--- src/common/coc_pkg.sv ---
// Constants, enumerations and carriers of the clock output control register bank.
// Assumes a 25 MHz core clock and an SMBus host on the serial pins.
package coc_pkg;

  ////////////////////////////////////////////////////////////////////////////////
  // Register indices
  localparam logic [7:0] REG_HUNDRED_MHZ_ENABLE      = 8'h00;
  localparam logic [7:0] REG_MUX_OUT_ENABLE          = 8'h01;
  localparam logic [7:0] REG_LOW_FREQ_ENABLE_MUX_SEL = 8'h02;
  localparam logic [7:0] REG_RESERVED_THREE          = 8'h03;
  localparam logic [7:0] REG_RESERVED_FOUR           = 8'h04;
  localparam logic [7:0] REG_RESERVED_FIVE           = 8'h05;
  localparam logic [7:0] REG_SPREAD_SPECTRUM_CONTROL = 8'h06;
  localparam logic [7:0] REG_ENABLE_PIN_READBACK     = 8'h07;
  localparam logic [7:0] REG_VENDOR_REVISION_ID      = 8'h08;
  localparam logic [7:0] REG_DEVICE_ID               = 8'h09;
  localparam logic [7:0] REG_READ_BYTE_COUNT         = 8'h0A;
  localparam logic [7:0] REG_SIDEBAND_MASK_ZERO      = 8'h0B;
  localparam logic [7:0] REG_SIDEBAND_MASK_ONE       = 8'h0C;
  localparam logic [7:0] REG_SIDEBAND_MASK_TWO       = 8'h0D;
  localparam logic [7:0] REG_SIDEBAND_READBACK_ZERO  = 8'h0E;
  localparam logic [7:0] REG_SIDEBAND_READBACK_ONE   = 8'h0F;
  localparam logic [7:0] REG_SIDEBAND_READBACK_TWO   = 8'h10;

  ////////////////////////////////////////////////////////////////////////////////
  // Reset values
  localparam logic [7:0] RST_HUNDRED_MHZ_ENABLE = 8'h0B;
  localparam logic [7:0] RST_MUX_OUT_ENABLE     = 8'h30;
  localparam logic [7:0] RST_LOW_FREQ_MUX_SEL   = 8'hC4;
  localparam logic [7:0] RST_RESERVED_THREE     = 8'h00;
  localparam logic [3:0] RST_SPREAD_CONTROL     = 4'h0;
  localparam logic [5:0] RST_READ_BYTE_COUNT    = 6'h08;
  localparam logic [7:0] RST_SIDEBAND_MASK      = 8'h00;
  localparam logic [7:0] RST_SIDEBAND_RB_ZERO   = 8'hFF;
  localparam logic [7:0] RST_SIDEBAND_RB_ONE    = 8'hFF;
  localparam logic [7:0] RST_SIDEBAND_RB_TWO    = 8'h1E;

  // Writable bits per byte
  localparam logic [7:0] WMASK_LOW_FREQ_MUX_SEL = 8'hC7;
  localparam logic [7:0] WMASK_RESERVED_THREE   = 8'h7F;
  localparam logic [7:0] WMASK_SIDEBAND_TWO     = 8'h0F;

  ////////////////////////////////////////////////////////////////////////////////
  // Field positions
  localparam int HM_BIT_0      = 0;
  localparam int HM_BIT_1      = 1;
  localparam int HM_BIT_3      = 3;
  localparam int MUX_BIT_4     = 4;
  localparam int MUX_BIT_5     = 5;
  localparam int MUX_MASK_4    = 5;
  localparam int MUX_MASK_5    = 6;
  localparam int LF_BIT_0      = 0;
  localparam int LF_BIT_1      = 1;
  localparam int LF_BIT_2      = 2;
  localparam int LF_RB_BIT_2   = 3;
  localparam int MUX_SEL_BIT   = 7;
  localparam int MUX_CTRL_BIT  = 6;
  localparam int SS_SRC_BIT    = 3;
  localparam int SS_SW_BIT     = 2;

  ////////////////////////////////////////////////////////////////////////////////
  // Bus addresses, write form, and the bit and settle count limits
  localparam logic [7:0] BUS_ADDR_LOW  = 8'hB2;
  localparam logic [7:0] BUS_ADDR_MID  = 8'hB4;
  localparam logic [7:0] BUS_ADDR_HIGH = 8'hB6;
  localparam logic [3:0] BIT_COUNT_BYTE = 4'h8;
  localparam logic [1:0] SETTLE_DONE    = 2'h3;

  // Identification values, arbitrary
  localparam logic [3:0] ID_REVISION = 4'h5;
  localparam logic [3:0] ID_VENDOR   = 4'hA;
  localparam logic [7:0] ID_DEVICE   = 8'h3C;

  ////////////////////////////////////////////////////////////////////////////////
  // Types
  typedef enum logic [3:0] {
    ST_IDLE, ST_ADDR, ST_INDEX, ST_COUNT, ST_WDATA, ST_ACK, ST_RDATA, ST_RACK, ST_IGNORE
  } coc_bus_st_t;

  typedef struct packed {
    logic       scl;
    logic       sda;
    logic [2:0] out_enable_pin_b;
    logic [1:0] spread_pin_level;
    logic       mux_freq_select;
    logic [1:0] address_select_pin;
    logic       power_good_pin;
    logic       side_band_load_strobe_b;
  } coc_pins_t;

  typedef struct packed {
    logic [7:0] image_two;
    logic [7:0] image_one;
    logic [7:0] image_zero;
  } coc_sbi_t;

  typedef struct packed {
    logic [2:0] hundred_mhz_on;
    logic [1:0] mux_out_on;
    logic [2:0] low_freq_on;
    logic       mux_at_25mhz;
    logic [1:0] spread_amount;
    logic       spread_from_filter;
  } coc_ctrl_t;

endpackage : coc_pkg

--- src/logic/coc_sync.sv ---
// Two-stage synchroniser for a bundle of pin levels.
// Assumes the inputs are asynchronous to clk.
`timescale 1ns/1ps
module coc_sync #(
  parameter int W = 1
) (
  input  wire logic         clk,
  input  wire logic         rst_b,
  input  wire logic [W-1:0] din,
  output logic      [W-1:0] dout
);

  typedef struct packed {
    logic [W-1:0] first;
    logic [W-1:0] second;
  } coc_sync_state_t;

  coc_sync_state_t s;
  coc_sync_state_t next_s;

  always_comb begin
    next_s.first  = din;
    next_s.second = s.first;
  end

  always_ff @(posedge clk or negedge rst_b) begin
    if (!rst_b) begin
      s <= '0;
    end else begin
      s <= next_s;
    end
  end

  assign dout = s.second;

endmodule : coc_sync

--- src/logic/coc_regs.sv ---
// Byte-wide SMBus register bank steering the clock output enables and spread control.
// Assumes pins are asynchronous and the side-band image is stable when its load strobe falls.
//
// What this block does
// - Enable bits for 100 MHz outputs 3,1,0 and mux outputs 5,4; reset enabled.
// - Low-frequency enables in byte 2 bits 2..0; only output 2 resets enabled.
// - Byte 2 bit 6 picks pin or register mux frequency; bit 7 picks 25 MHz.
// - Byte 6 bits 5:4 show the live spread pin code.
// - Byte 6 bit 3 picks crystal or filter PLL as spread source; resets zero.
// - Byte 6 bit 2 picks pin or software spread amount; resets pin.
// - Byte 6 bits 1:0 hold the software spread code, loaded from pin after reset.
// - Byte 7 returns live enable pin levels 3,1,0; other bits zero.
// - Byte 8 returns fixed revision and vendor codes.
// - Byte 9 returns a fixed device code.
// - Byte 10 bits 5:0 hold block read count, reset eight; upper bits zero.
// - Side-band mask bits in bytes 11 to 13, reset zero.
// - A set mask forces the side-band path to report enabled.
// - A masked output can still be turned off by SMBus bit or enable pin.
// - Bytes 14 to 16 return the latched side-band image.
// - Side-band readback resets to FF, FF and 1E.
// - Outputs other than low-frequency 0 and 1 run only when SMBus bit and side-band path allow it; 100 MHz outputs also need their pin.
// - Byte 3 reserved with bit 7 read-only; bytes 4 and 5 read-only.
// - Write: address, index, count, data bytes, each acknowledged, index increments.
// - Read: index, repeated start, count byte then data until host refuses.
// - Side-band readback updates on each falling edge of the load strobe.
// - Tri-level address pin selects B2, B4 or B6.
`timescale 1ns/1ps
module coc_regs
  import coc_pkg::*;
(
  input  wire logic      clk,
  input  wire logic      rst_b,
  input  wire coc_pins_t pins_raw,
  input  wire coc_sbi_t  side_band_image,
  output logic           sda_out,
  output logic           sda_oe,
  output coc_ctrl_t      ctrl
);

  ////////////////////////////////////////////////////////////////////////////////
  // State

  typedef struct packed {
    coc_bus_st_t st;
    coc_bus_st_t ack_next;
    logic [7:0]  sh;
    logic [3:0]  cnt;
    logic [7:0]  idx;
    logic        nack;
    logic        scl_q;
    logic        sda_q;
    logic        load_q;
    logic        sda_out;
    logic        sda_oe;
    logic [7:0]  hm_en;
    logic [7:0]  mux_en;
    logic [7:0]  lf_sel;
    logic [7:0]  rsv3;
    logic [3:0]  ss_ctl;
    logic [5:0]  byte_cnt;
    logic [7:0]  mask0;
    logic [7:0]  mask1;
    logic [7:0]  mask2;
    logic [7:0]  sbr0;
    logic [7:0]  sbr1;
    logic [7:0]  sbr2;
    logic [1:0]  settle;
    logic        ss_cap;
    coc_ctrl_t   ctrl;
  } coc_regs_state_t;

  coc_regs_state_t s;
  coc_regs_state_t next_s;
  coc_pins_t       p;

  logic            scl_rise;
  logic            scl_fall;
  logic            start_seen;
  logic            stop_seen;
  logic [7:0]      rd_byte;

  coc_sync #(
    .W ($bits(coc_pins_t))
  ) u_sync (
    .clk   (clk),
    .rst_b (rst_b),
    .din   (pins_raw),
    .dout  (p)
  );

  ////////////////////////////////////////////////////////////////////////////////
  // Functions

  // Tri-level code: 00 low, 01 middle, 1x high
  function automatic logic [6:0] bus_addr(input logic [1:0] code);
    logic [7:0] a;
    a = (code == 2'h0) ? BUS_ADDR_LOW : (code == 2'h1) ? BUS_ADDR_MID : BUS_ADDR_HIGH;
    return a[7:1];
  endfunction : bus_addr

  // SMBus bit, side-band path and pin must all allow the output
  function automatic logic out_on(input logic smb, input logic sb, input logic mask, input logic pin_ok);
    return smb & (sb | mask) & pin_ok;
  endfunction : out_on

  function automatic logic [7:0] read_reg(input coc_regs_state_t r, input coc_pins_t q, input logic [7:0] i);
    logic [7:0] v;
    v = 8'h00;
    unique case (i)
      REG_HUNDRED_MHZ_ENABLE:      v = r.hm_en;
      REG_MUX_OUT_ENABLE:          v = r.mux_en;
      REG_LOW_FREQ_ENABLE_MUX_SEL: v = r.lf_sel;
      REG_RESERVED_THREE:          v = r.rsv3;
      REG_SPREAD_SPECTRUM_CONTROL: v = {2'h0, q.spread_pin_level, r.ss_ctl};
      REG_ENABLE_PIN_READBACK:     v = {4'h0, q.out_enable_pin_b[2], 1'b0, q.out_enable_pin_b[1:0]};
      REG_VENDOR_REVISION_ID:      v = {ID_REVISION, ID_VENDOR};
      REG_DEVICE_ID:               v = ID_DEVICE;
      REG_READ_BYTE_COUNT:         v = {2'h0, r.byte_cnt};
      REG_SIDEBAND_MASK_ZERO:      v = q.power_good_pin ? r.mask0 : 8'h00;
      REG_SIDEBAND_MASK_ONE:       v = q.power_good_pin ? r.mask1 : 8'h00;
      REG_SIDEBAND_MASK_TWO:       v = q.power_good_pin ? r.mask2 : 8'h00;
      REG_SIDEBAND_READBACK_ZERO:  v = r.sbr0;
      REG_SIDEBAND_READBACK_ONE:   v = r.sbr1;
      REG_SIDEBAND_READBACK_TWO:   v = r.sbr2;
      default:                     v = 8'h00;
    endcase
    return v;
  endfunction : read_reg

  ////////////////////////////////////////////////////////////////////////////////
  // Bus conditions

  assign scl_rise   = p.scl & ~s.scl_q;
  assign scl_fall   = ~p.scl & s.scl_q;
  assign start_seen = p.scl & s.scl_q & s.sda_q & ~p.sda;
  assign stop_seen  = p.scl & s.scl_q & ~s.sda_q & p.sda;
  assign rd_byte    = read_reg(s, p, s.idx);

  ////////////////////////////////////////////////////////////////////////////////
  // Next state

  always_comb begin
    next_s         = s;
    next_s.scl_q   = p.scl;
    next_s.sda_q   = p.sda;
    next_s.load_q  = p.side_band_load_strobe_b;
    next_s.sda_out = 1'b0;

    // Spread code caught from the pin once synchronisers have settled
    if (s.settle != SETTLE_DONE) begin
      next_s.settle = s.settle + 2'h1;
    end else if (!s.ss_cap) begin
      next_s.ss_cap      = 1'b1;
      next_s.ss_ctl[1:0] = p.spread_pin_level;
    end

    // Side-band image latched on the strobe falling edge
    if (s.load_q && !p.side_band_load_strobe_b) begin
      next_s.sbr0 = side_band_image.image_zero;
      next_s.sbr1 = side_band_image.image_one;
      next_s.sbr2 = side_band_image.image_two;
    end

    if (start_seen) begin
      next_s.st     = ST_ADDR;
      next_s.cnt    = 4'h0;
      next_s.sda_oe = 1'b0;
    end else if (stop_seen) begin
      next_s.st     = ST_IDLE;
      next_s.sda_oe = 1'b0;
    end else if (scl_rise) begin
      if (s.st == ST_ADDR || s.st == ST_INDEX || s.st == ST_COUNT || s.st == ST_WDATA) begin
        next_s.sh  = {s.sh[6:0], p.sda};
        next_s.cnt = s.cnt + 4'h1;
      end else if (s.st == ST_RDATA) begin
        next_s.cnt = s.cnt + 4'h1;
      end else if (s.st == ST_RACK) begin
        next_s.nack = p.sda;
      end
    end else if (scl_fall) begin
      unique case (s.st)
        ST_ADDR: begin
          if (s.cnt == BIT_COUNT_BYTE) begin
            if (s.sh[7:1] == bus_addr(p.address_select_pin)) begin
              next_s.sda_oe   = 1'b1;
              next_s.st       = ST_ACK;
              next_s.ack_next = s.sh[0] ? ST_RDATA : ST_INDEX;
            end else begin
              next_s.st = ST_IGNORE;
            end
          end
        end
        ST_INDEX: begin
          if (s.cnt == BIT_COUNT_BYTE) begin
            next_s.idx      = s.sh;
            next_s.sda_oe   = 1'b1;
            next_s.st       = ST_ACK;
            next_s.ack_next = ST_COUNT;
          end
        end
        ST_COUNT: begin
          if (s.cnt == BIT_COUNT_BYTE) begin
            next_s.sda_oe   = 1'b1;
            next_s.st       = ST_ACK;
            next_s.ack_next = ST_WDATA;
          end
        end
        ST_WDATA: begin
          if (s.cnt == BIT_COUNT_BYTE) begin
            next_s.sda_oe   = 1'b1;
            next_s.st       = ST_ACK;
            next_s.ack_next = ST_WDATA;
            next_s.idx      = s.idx + 8'h01;
            unique case (s.idx)
              REG_HUNDRED_MHZ_ENABLE:      next_s.hm_en    = s.sh;
              REG_MUX_OUT_ENABLE:          next_s.mux_en   = s.sh;
              REG_LOW_FREQ_ENABLE_MUX_SEL: next_s.lf_sel   = s.sh & WMASK_LOW_FREQ_MUX_SEL;
              REG_RESERVED_THREE:          next_s.rsv3     = s.sh & WMASK_RESERVED_THREE;
              REG_SPREAD_SPECTRUM_CONTROL: next_s.ss_ctl   = s.sh[3:0];
              REG_READ_BYTE_COUNT:         next_s.byte_cnt = s.sh[5:0];
              REG_SIDEBAND_MASK_ZERO: begin
                if (p.power_good_pin) begin
                  next_s.mask0 = s.sh;
                end
              end
              REG_SIDEBAND_MASK_ONE: begin
                if (p.power_good_pin) begin
                  next_s.mask1 = s.sh;
                end
              end
              REG_SIDEBAND_MASK_TWO: begin
                if (p.power_good_pin) begin
                  next_s.mask2 = s.sh & WMASK_SIDEBAND_TWO;
                end
              end
              default: ;
            endcase
          end
        end
        ST_ACK: begin
          next_s.cnt = 4'h0;
          next_s.st  = s.ack_next;
          if (s.ack_next == ST_RDATA) begin
            next_s.sh     = {2'h0, s.byte_cnt};
            next_s.sda_oe = ~s.byte_cnt[5] & 1'b0 | 1'b1; // Count msb is always zero
          end else begin
            next_s.sda_oe = 1'b0;
          end
        end
        ST_RDATA: begin
          if (s.cnt == BIT_COUNT_BYTE) begin
            next_s.sda_oe = 1'b0;
            next_s.st     = ST_RACK;
          end else begin
            next_s.sh     = {s.sh[6:0], 1'b0};
            next_s.sda_oe = ~s.sh[6];
          end
        end
        ST_RACK: begin
          if (!s.nack) begin
            next_s.sh     = rd_byte;
            next_s.idx    = s.idx + 8'h01;
            next_s.sda_oe = ~rd_byte[7];
            next_s.cnt    = 4'h0;
            next_s.st     = ST_RDATA;
          end else begin
            next_s.st = ST_IGNORE;
          end
        end
        ST_IDLE, ST_IGNORE: ;
      endcase
    end

    ////////////////////////////////////////////////////////////////////////////
    // Output enables and clock settings

    next_s.ctrl.hundred_mhz_on[0] = out_on(s.hm_en[HM_BIT_0], s.sbr0[HM_BIT_0], s.mask0[HM_BIT_0],
                                           ~p.out_enable_pin_b[0]);
    next_s.ctrl.hundred_mhz_on[1] = out_on(s.hm_en[HM_BIT_1], s.sbr0[HM_BIT_1], s.mask0[HM_BIT_1],
                                           ~p.out_enable_pin_b[1]);
    next_s.ctrl.hundred_mhz_on[2] = out_on(s.hm_en[HM_BIT_3], s.sbr0[HM_BIT_3], s.mask0[HM_BIT_3],
                                           ~p.out_enable_pin_b[2]);
    next_s.ctrl.mux_out_on[0]     = out_on(s.mux_en[MUX_BIT_4], s.sbr1[MUX_BIT_4], s.mask1[MUX_MASK_4],
                                           1'b1);
    next_s.ctrl.mux_out_on[1]     = out_on(s.mux_en[MUX_BIT_5], s.sbr1[MUX_BIT_5], s.mask1[MUX_MASK_5],
                                           1'b1);
    next_s.ctrl.low_freq_on[0]    = s.lf_sel[LF_BIT_0];
    next_s.ctrl.low_freq_on[1]    = s.lf_sel[LF_BIT_1];
    next_s.ctrl.low_freq_on[2]    = out_on(s.lf_sel[LF_BIT_2], s.sbr2[LF_RB_BIT_2], s.mask2[LF_BIT_2],
                                           1'b1);
    next_s.ctrl.mux_at_25mhz      = s.lf_sel[MUX_CTRL_BIT] ? s.lf_sel[MUX_SEL_BIT] : p.mux_freq_select;
    next_s.ctrl.spread_amount     = s.ss_ctl[SS_SW_BIT] ? s.ss_ctl[1:0] : p.spread_pin_level;
    next_s.ctrl.spread_from_filter = s.ss_ctl[SS_SRC_BIT];
  end

  ////////////////////////////////////////////////////////////////////////////////
  // Registers

  always_ff @(posedge clk or negedge rst_b) begin
    if (!rst_b) begin
      s          <= '0;
      s.st       <= ST_IDLE;
      s.ack_next <= ST_IDLE;
      s.scl_q    <= 1'b1;
      s.sda_q    <= 1'b1;
      s.load_q   <= 1'b0; // Synchroniser resets low, so no false load edge
      s.hm_en    <= RST_HUNDRED_MHZ_ENABLE;
      s.mux_en   <= RST_MUX_OUT_ENABLE;
      s.lf_sel   <= RST_LOW_FREQ_MUX_SEL;
      s.rsv3     <= RST_RESERVED_THREE;
      s.ss_ctl   <= RST_SPREAD_CONTROL;
      s.byte_cnt <= RST_READ_BYTE_COUNT;
      s.mask0    <= RST_SIDEBAND_MASK;
      s.mask1    <= RST_SIDEBAND_MASK;
      s.mask2    <= RST_SIDEBAND_MASK;
      s.sbr0     <= RST_SIDEBAND_RB_ZERO;
      s.sbr1     <= RST_SIDEBAND_RB_ONE;
      s.sbr2     <= RST_SIDEBAND_RB_TWO;
    end else begin
      s <= next_s;
    end
  end

  assign sda_out = s.sda_out;
  assign sda_oe  = s.sda_oe;
  assign ctrl    = s.ctrl;

endmodule : coc_regs

--- config.mk ---
export PLATFORM = sky130hd
export DESIGN_NAME = coc_regs
export DESIGN_NICKNAME = d
export VERILOG_FILES = /design/src/common/coc_pkg.sv /design/src/logic/coc_sync.sv /design/src/logic/coc_regs.sv
export SDC_FILE = /design/constraint.sdc
export NUM_CORES = 1
export LEC_CHECK = 0
export ABC_AREA = 1
export BUFFER_PORTS_ARGS = -buffer_cell sky130_fd_sc_hd__buf_2
export CAP_MARGIN = 30
export CORE_ASPECT_RATIO = 0.6
export CORE_MARGIN = 2
export CORE_UTILIZATION = 55
export DETAILED_ROUTE_END_ITERATION = 8
export PLACE_DENSITY = 0.82
export SETUP_SLACK_MARGIN = 0.2
export SYNTH_ARGS = -nofsm -noshare
export SYNTH_HDL_FRONTEND = slang
export SYNTH_SLANG_ARGS = --single-unit
--- constraint.sdc ---
create_clock -name clk -period 5.15 [get_ports clk]
set_input_delay 0.7725 -clock clk [delete_from_list [all_inputs] [get_ports clk]]
set_output_delay 0.7725 -clock clk [all_outputs]
set_load 0.005 [all_outputs]
# Word-level counts from Yosys, hierarchy flattened

Cells that the tools add are included.

Output and inout port bits: 14
Input port bits: 38
Register bits after elaboration: 154
Word-level logic and storage cells: 240

Add/sub/neg operators: 3
Bitwise operators: 36
Multiplexer cells: 86
Reduce and logical (&&, ||, !) cells: 34
Equal/unequal tests: 48

Operators with widths:

| cell                                                                    | count |
|---|---|
| 8-bit 2-to-1 mux                                                        | 32 |
| 67-bit 2-to-1 mux                                                       | 3 |
| 8-bit case mux with 15 select lines                                     | 1 |
| 20-bit 2-to-1 mux                                                       | 5 |
| 66-bit 2-to-1 mux                                                       | 1 |
| 8-bit by 4-bit equality test with 1-bit output, second input constant   | 8 |
| 32-bit 2-to-1 mux                                                       | 2 |
| 8-bit AND reduction                                                     | 7 |
| 7-bit AND reduction                                                     | 7 |
| 4-bit 2-to-1 mux                                                        | 12 |
| 8-bit case mux with 3 select lines                                      | 2 |
| 28-bit 2-to-1 mux                                                       | 1 |
| 4-bit case mux with 6 select lines                                      | 1 |
| 4-bit by 3-bit equality test with 1-bit output, second input constant   | 5 |
| 4-bit by 3-bit inequality test with 1-bit output, second input constant | 5 |
| 6-bit by 5-bit inequality test with 1-bit output, second input constant | 3 |
| 1-bit AND                                                               | 16 |
| 8-bit by 2-bit equality test with 1-bit output, second input constant   | 2 |
| 8-bit by 3-bit equality test with 1-bit output, second input constant   | 2 |
| 1-bit NOT                                                               | 14 |
| 1-bit 2-to-1 mux                                                        | 13 |
| 13-bit 2-to-1 mux                                                       | 1 |
| 12-bit 2-to-1 mux                                                       | 1 |
| 4-bit case mux with 3 select lines                                      | 1 |
| 39 further kinds                                                        | 62 |

# Depth between registers and ports, before layout

Word-level depth: 15
Gate-level depth with buffers: 14
Mapped depth without buffers: 14

# Hierarchy

A second synthesis with hierarchy kept.

Cells, all modules: 917
Area, all modules: 7,523.5 µm²

By module, submodules not included:

| module   | times used | sequential area each (µm²) | area each (µm²) | cells an instance |
|---|---|---|---|---|
| coc_regs | 1          | 3,291.9                    | 6,922.9         | 893 |
| coc_sync | 1          | 600.6                      | 600.6           | 24 |

# Least setup slack after synthesis

Ideal clock, no wire load.

Path kind: register to register
Start: register s[119] (netlist name)
End: register s[53] (netlist name)
Buffers on the path: 1
Slack: 3.133 ns
Required time: 5.020 ns
Cell stages (with the launch flop): 11
Clock period less this slack: 2.017 ns
Library setup time: 0.130 ns
Data arrival time: 1.887 ns
Cells stage by stage: dfrtp_1 > inv_1 > ha_1 > nand2_1 > nor2_1 > inv_1 > nor3_4 > nand3_1 > buf_2 > nand2_1 > o21ai_0

Longest elaborated chain between the ends: 2

RTL lines:

| what                          | RTL line        | RTL |
|---|---|---|
| from (decl)                   | coc_regs.sv:72  | `coc_regs_state_t s;` |
| from (signal assigned)        | coc_regs.sv:320 | `s <= next_s;` |
| 4-bit equality test           | coc_regs.sv:209 | `if (s.cnt == BIT_COUNT_BYTE) begin` |
| 8-bit AND reduction (no line) | --              |  |

Every way passes these cells.
A chain may end at the register's enable or synchronous reset.

# Final worst setup path

Start: register s[116] (netlist name)
End: register s[127] (netlist name)

Longest elaborated chain between the ends: 10
Elaborated cells on any way between the ends: 24
Those cells by class: 14 x eq/ne; 9 x mux; 1 x reduce/logical

RTL lines:

| what                                                                         | RTL line        | RTL |
|---|---|---|
| 8-bit by 5-bit equality test with 1-bit output, or another cell as far along | coc_regs.sv:109 | `unique case (i)` |
| 8-bit case mux with 15 select lines *                                        | coc_regs.sv:109 |  |
| 20-bit 2-to-1 mux *                                                          | coc_regs.sv:260 | `if (!s.nack) begin` |
| 20-bit 2-to-1 mux *                                                          | coc_regs.sv:180 | `end else if (scl_fall) begin` |
| 20-bit 2-to-1 mux *                                                          | coc_regs.sv:171 | `end else if (scl_rise) begin` |
| 20-bit 2-to-1 mux *                                                          | coc_regs.sv:168 | `end else if (stop_seen) begin` |
| 20-bit 2-to-1 mux *                                                          | coc_regs.sv:164 | `if (start_seen) begin` |
| 8-bit case mux with 3 select lines *                                         | coc_regs.sv:181 | `unique case (s.st)` |
| 28-bit 2-to-1 mux *                                                          | coc_regs.sv:180 |  |
| 12-bit 2-to-1 mux *                                                          | coc_regs.sv:171 |  |

Mark *: on every way between the ends. The rest lies on a longest branch, timed or not. The select of a mux whose other input is x is not followed.

==> results by group <==
Setup path
  • Worst r2r src: s[116]
  • Cells on worst reg2reg path: 11
  • Required @ worst endpoint: around 5.5 ns
  • Crit path max fanout: 24
  • CP arrival: approximately 3.2 ns
  • CP Class: reg2reg
  • Endpoint class of the critical path: flip-flop
  • Crit path to: s[127]
  • RR Endpoint: s[127]
  • Reg-to-reg slack, setup: around 2.3 ns
  • CP startpoint: s[116]
  • CP startpoint kind: flip-flop

Clock network
  • Clk slew on worst S/H paths: 0.07 ns
  • Number of buffers created by CTS: 17
  • H-Tree Level Count: 4
  • Resize count post-CTS: 0
  • Clk Tree Root Cell: clkbuf_16
  • Max Buffers Root-to-Sink: 2
  • Worst-skew pair later-pin latency: 0.43 ns
  • CTS tree: done
  • Setup bufs post-CTS: 0
  • Hold_buf cts: 0
  • # clock sinks: 154

Die
  • Core Region: 13,010 um^2
  • Starting Density: between 50% and 60%
  • Site Rows: 32
  • Die Area: around 14,000 um^2
  • Die height: 94.05 um
  • Chip Width: 154.1 um
  • Io pins: 52

Outcome
  • Outcome: complete, no violations

GRT
  • Largest net degree at the start of global routing: 108
  • Number of global-route vias before repair: 6,038
  • Global Route Usage Sum: a little under 30%
  • GRT overflow: 0
  • Wire length of the first global-routing pass: 32.08 mm
  • Initial antenna violation count: 0

Layout
  • # nets final: 990
  • Diodes inserted: 0
  • Area Overhead vs Synth: 12.10%
  • Share of layout cells above drive strength 1: 14.57%
  • Finished Layout Cells: 1,124

Timing
  • Final worst path period share: 55.34%
  • F_max: 350.9 MHz
  • Clk_skew: 0.01021 ns
  • Final hold violation count: 0
  • TNS Setup: 0 ns
  • Min cycle time layout: 2.850 ns
  • Slew headroom: a little under half
  • Final setup violation count: 0
  • Worst-Margin Slew: 0.8159 ns
  • RSZ-0062 raised after global routing: false
  • Slew Viols, Final: 0

Logic synthesis
  • Syn_nets: 953
  • Synth cell types: 38
  • Synthesized cell area: 7432 um^2
  • Yosys warnings: 0
  • Avg Cell Area, Syn: 8.221 um^2
  • Yosys reg bits: 154
  • Synthesized netlist cell count: 904
  • Register area share after synthesis: 52.37%

Power and ir drop
  • Peak VDD IR: between 0.2 and 0.25 mV
  • Pleak: between 4 and 5 nW
  • Pwr per Cell Area: 362.6 nW/um^2

Place
  • Hpwl dp: 14.29 mm
  • RD Place Congestion: 0.9671
  • Placed insts: 1,091
  • Port Buffers: 50

Detailed routing
  • ANT nets after route: 0
  • Drt first pass iters: 5
  • Vias: roughly 6,500
  • Drt wl/cell: between 15 and 20 um
  • DR DRC count: 0
  • Via density: 5.823
  • Iteration-0 DRC Markers: a little under 1,000
  • Routed WL: 20.14 mm

Hold path
  • Worst hold-check path type: in2async

Job
  • Max-cap violations: 0
[cell type report]
| cell class | count | area (um^2) |
|---|---|---|
| sequential | 154 | 3892 |
| multi-input combinational | 640 | 3070 |
| fill | 1082 | 4681 |
| clock inverter | 15 | 130.1 |
| clock buffer | 17 | 425.4 |
| timing repair buffer | 53 | 319.1 |
| inverter | 75 | 281.5 |
| tap | 170 | 212.7 |
[critical path: stages (launching register included)]
cell and delay [ns]:
dfrtp_1 0.43, nor2_1 0.08, nand2_1 0.59, clkinv_1 0.70
nand3_1 0.31, nand3_1 0.18, nor2_1 0.13, nand3_1 0.07
nand2_1 0.06, nand2_1 0.06, nand2_1 0.05, a21oi_1 0.08
[Yosys cell counts]
| cell | instances | area (um^2) |
|---|---|---|
| and3_1 | 1 | 6.260 |
| o211ai_1 | 3 | 22.52 |
| nor2_1 | 98 | 367.9 |
| nand3b_1 | 1 | 7.510 |
| nand4_2 | 1 | 12.51 |
| mux2_2 | 18 | 202.7 |
| dfstp_2 | 31 | 814.5 |
| xor2_1 | 2 | 17.52 |
| dfrtp_1 | 123 | 3078 |
| nor3_4 | 1 | 16.27 |
| nor3_1 | 23 | 115.1 |
| o311ai_0 | 1 | 8.760 |
| a211oi_1 | 1 | 7.510 |
| o22ai_1 | 1 | 6.260 |
| nor4_1 | 1 | 6.260 |
| conb_1 | 1 | 3.750 |
| nand2_1 | 234 | 878.3 |
| inv_1 | 73 | 274.0 |
| o21ai_1 | 1 | 5.000 |
| ha_1 | 11 | 137.6 |
| or2_2 | 1 | 6.260 |
| nor2_2 | 1 | 6.260 |
| xnor2_1 | 1 | 8.760 |
| buf_2 | 3 | 15.01 |
| o21a_1 | 3 | 22.52 |
| nand3_1 | 91 | 455.4 |
| o31ai_1 | 2 | 15.01 |
| a22oi_1 | 1 | 7.510 |
| nand4_1 | 4 | 25.02 |
| a31oi_1 | 2 | 12.51 |
| nor2_4 | 1 | 11.26 |
| buf_4 | 14 | 105.1 |
| a21oi_1 | 33 | 165.2 |
| buf_1 | 1 | 3.750 |
| clkbuf_1 | 17 | 63.81 |
| o2111ai_1 | 2 | 17.52 |
| clkinv_1 | 2 | 7.510 |
| o21ai_0 | 99 | 495.5 |
[cell usage in the layout (no fill, tap or decap), drive strengths merged]
cell / count
clkinv: 7
ha: 11
o31ai: 2
dfrtp: 123
clkbuf: 17
o21ai: 100
dfstp: 31
nor4: 1
mux2: 18
inv: 83
o211ai: 3
xnor2: 1
or2: 1
a21oi: 33
nor2: 100
o311ai: 1
nand3: 91
o2111ai: 2
and3: 1
nor3: 24
o21a: 3
nand4: 5
o22ai: 1
conb: 1
buf: 53
a31oi: 2
a22oi: 1
xor2: 2
a211oi: 1
nand3b: 1
nand2: 234
[metrics by stage]
| step | power, mW | setup WS (ns) | hold slack (ns) | area [um^2] | utilization, % |
|---|---|---|---|---|---|
| after floorplan | 1.639 | 3.133 | 0.3312 | 7432 | - |
| after global placement | 1.810 | 2.382 | 0.3320 | 7721 | 59.34 |
| after detailed placement | 1.816 | 2.386 | 0.3363 | 7749 | 59.55 |
| after CTS | 3.013 | 2.354 | 0.3530 | 8304 | 63.82 |
| after global routing | 3.128 | 1.993 | 0.2612 | 8332 | 64.03 |
| final | 3.021 | 2.300 | 0.2311 | 8332 | 64.03 |
[kinds of logic (layout without fill, tap and decap cells)]
logic type | after synthesis | count (layout) | share of synthesized area [%]
adder cells (fa/ha/maj) | 11 | 11 | 1.852
XOR/XNOR | 3 | 3 | 0.3536
AND/OR/NAND/NOR | 458 | 458 | 25.76
buffers and inverters | 110 | 160 | 6.313
other | 1 | 1 | 0.05046
AO/OA/AOI/OAI | 149 | 149 | 10.57
flip-flops | 154 | 154 | 52.37
multiplexers | 18 | 18 | 2.727
[per-layer routing]
metal | part of all wire, % | vias up | global-route usage [%] | wire length, um
met2 | 39 | 405 | 39.13 | 7945
met3 | 14 | 28 | 11.44 | 2840
met1 | 45 | 3071 | 44.18 | 9099
li1 | - | 3041 | - | -
met4 | 1.3 | 0 | 7.477 | 253
met5 | 0 | - | 0 | 0
[flip-flops by register name, indices dropped and copies added (netlist names)]
| signal | cells |
|---|---|
| next_s | 3 |
| u_sync.next_s | 12 |
| ctrl | 12 |
| sda_oe | 1 |
| u_sync.dout | 12 |
| s | 114 |
[worst min path at each step]
| stage | cells after the start | endpoint | slack [ns] |
|---|---|---|---|
| floorplan | 0 | u_sync.dout[0] | 0.33 |
| global placement | 0 | u_sync.dout[0] | 0.33 |
| detailed placement | 0 | u_sync.dout[4] | 0.34 |
| CTS | 0 | u_sync.dout[10] | 0.35 |
| global route | 1 | ctrl[6] | 0.26 |
| finish | 1 | ctrl[6] | 0.23 |
[power by group]
part	internal, mW	switching [mW]	total (mW)
Combinational	0.117	0.304	0.420
Clock	0.638	0.567	1.20
Sequential	1.31	0.0848	1.40
No activity file was read; power rests on OpenSTA's default activity.
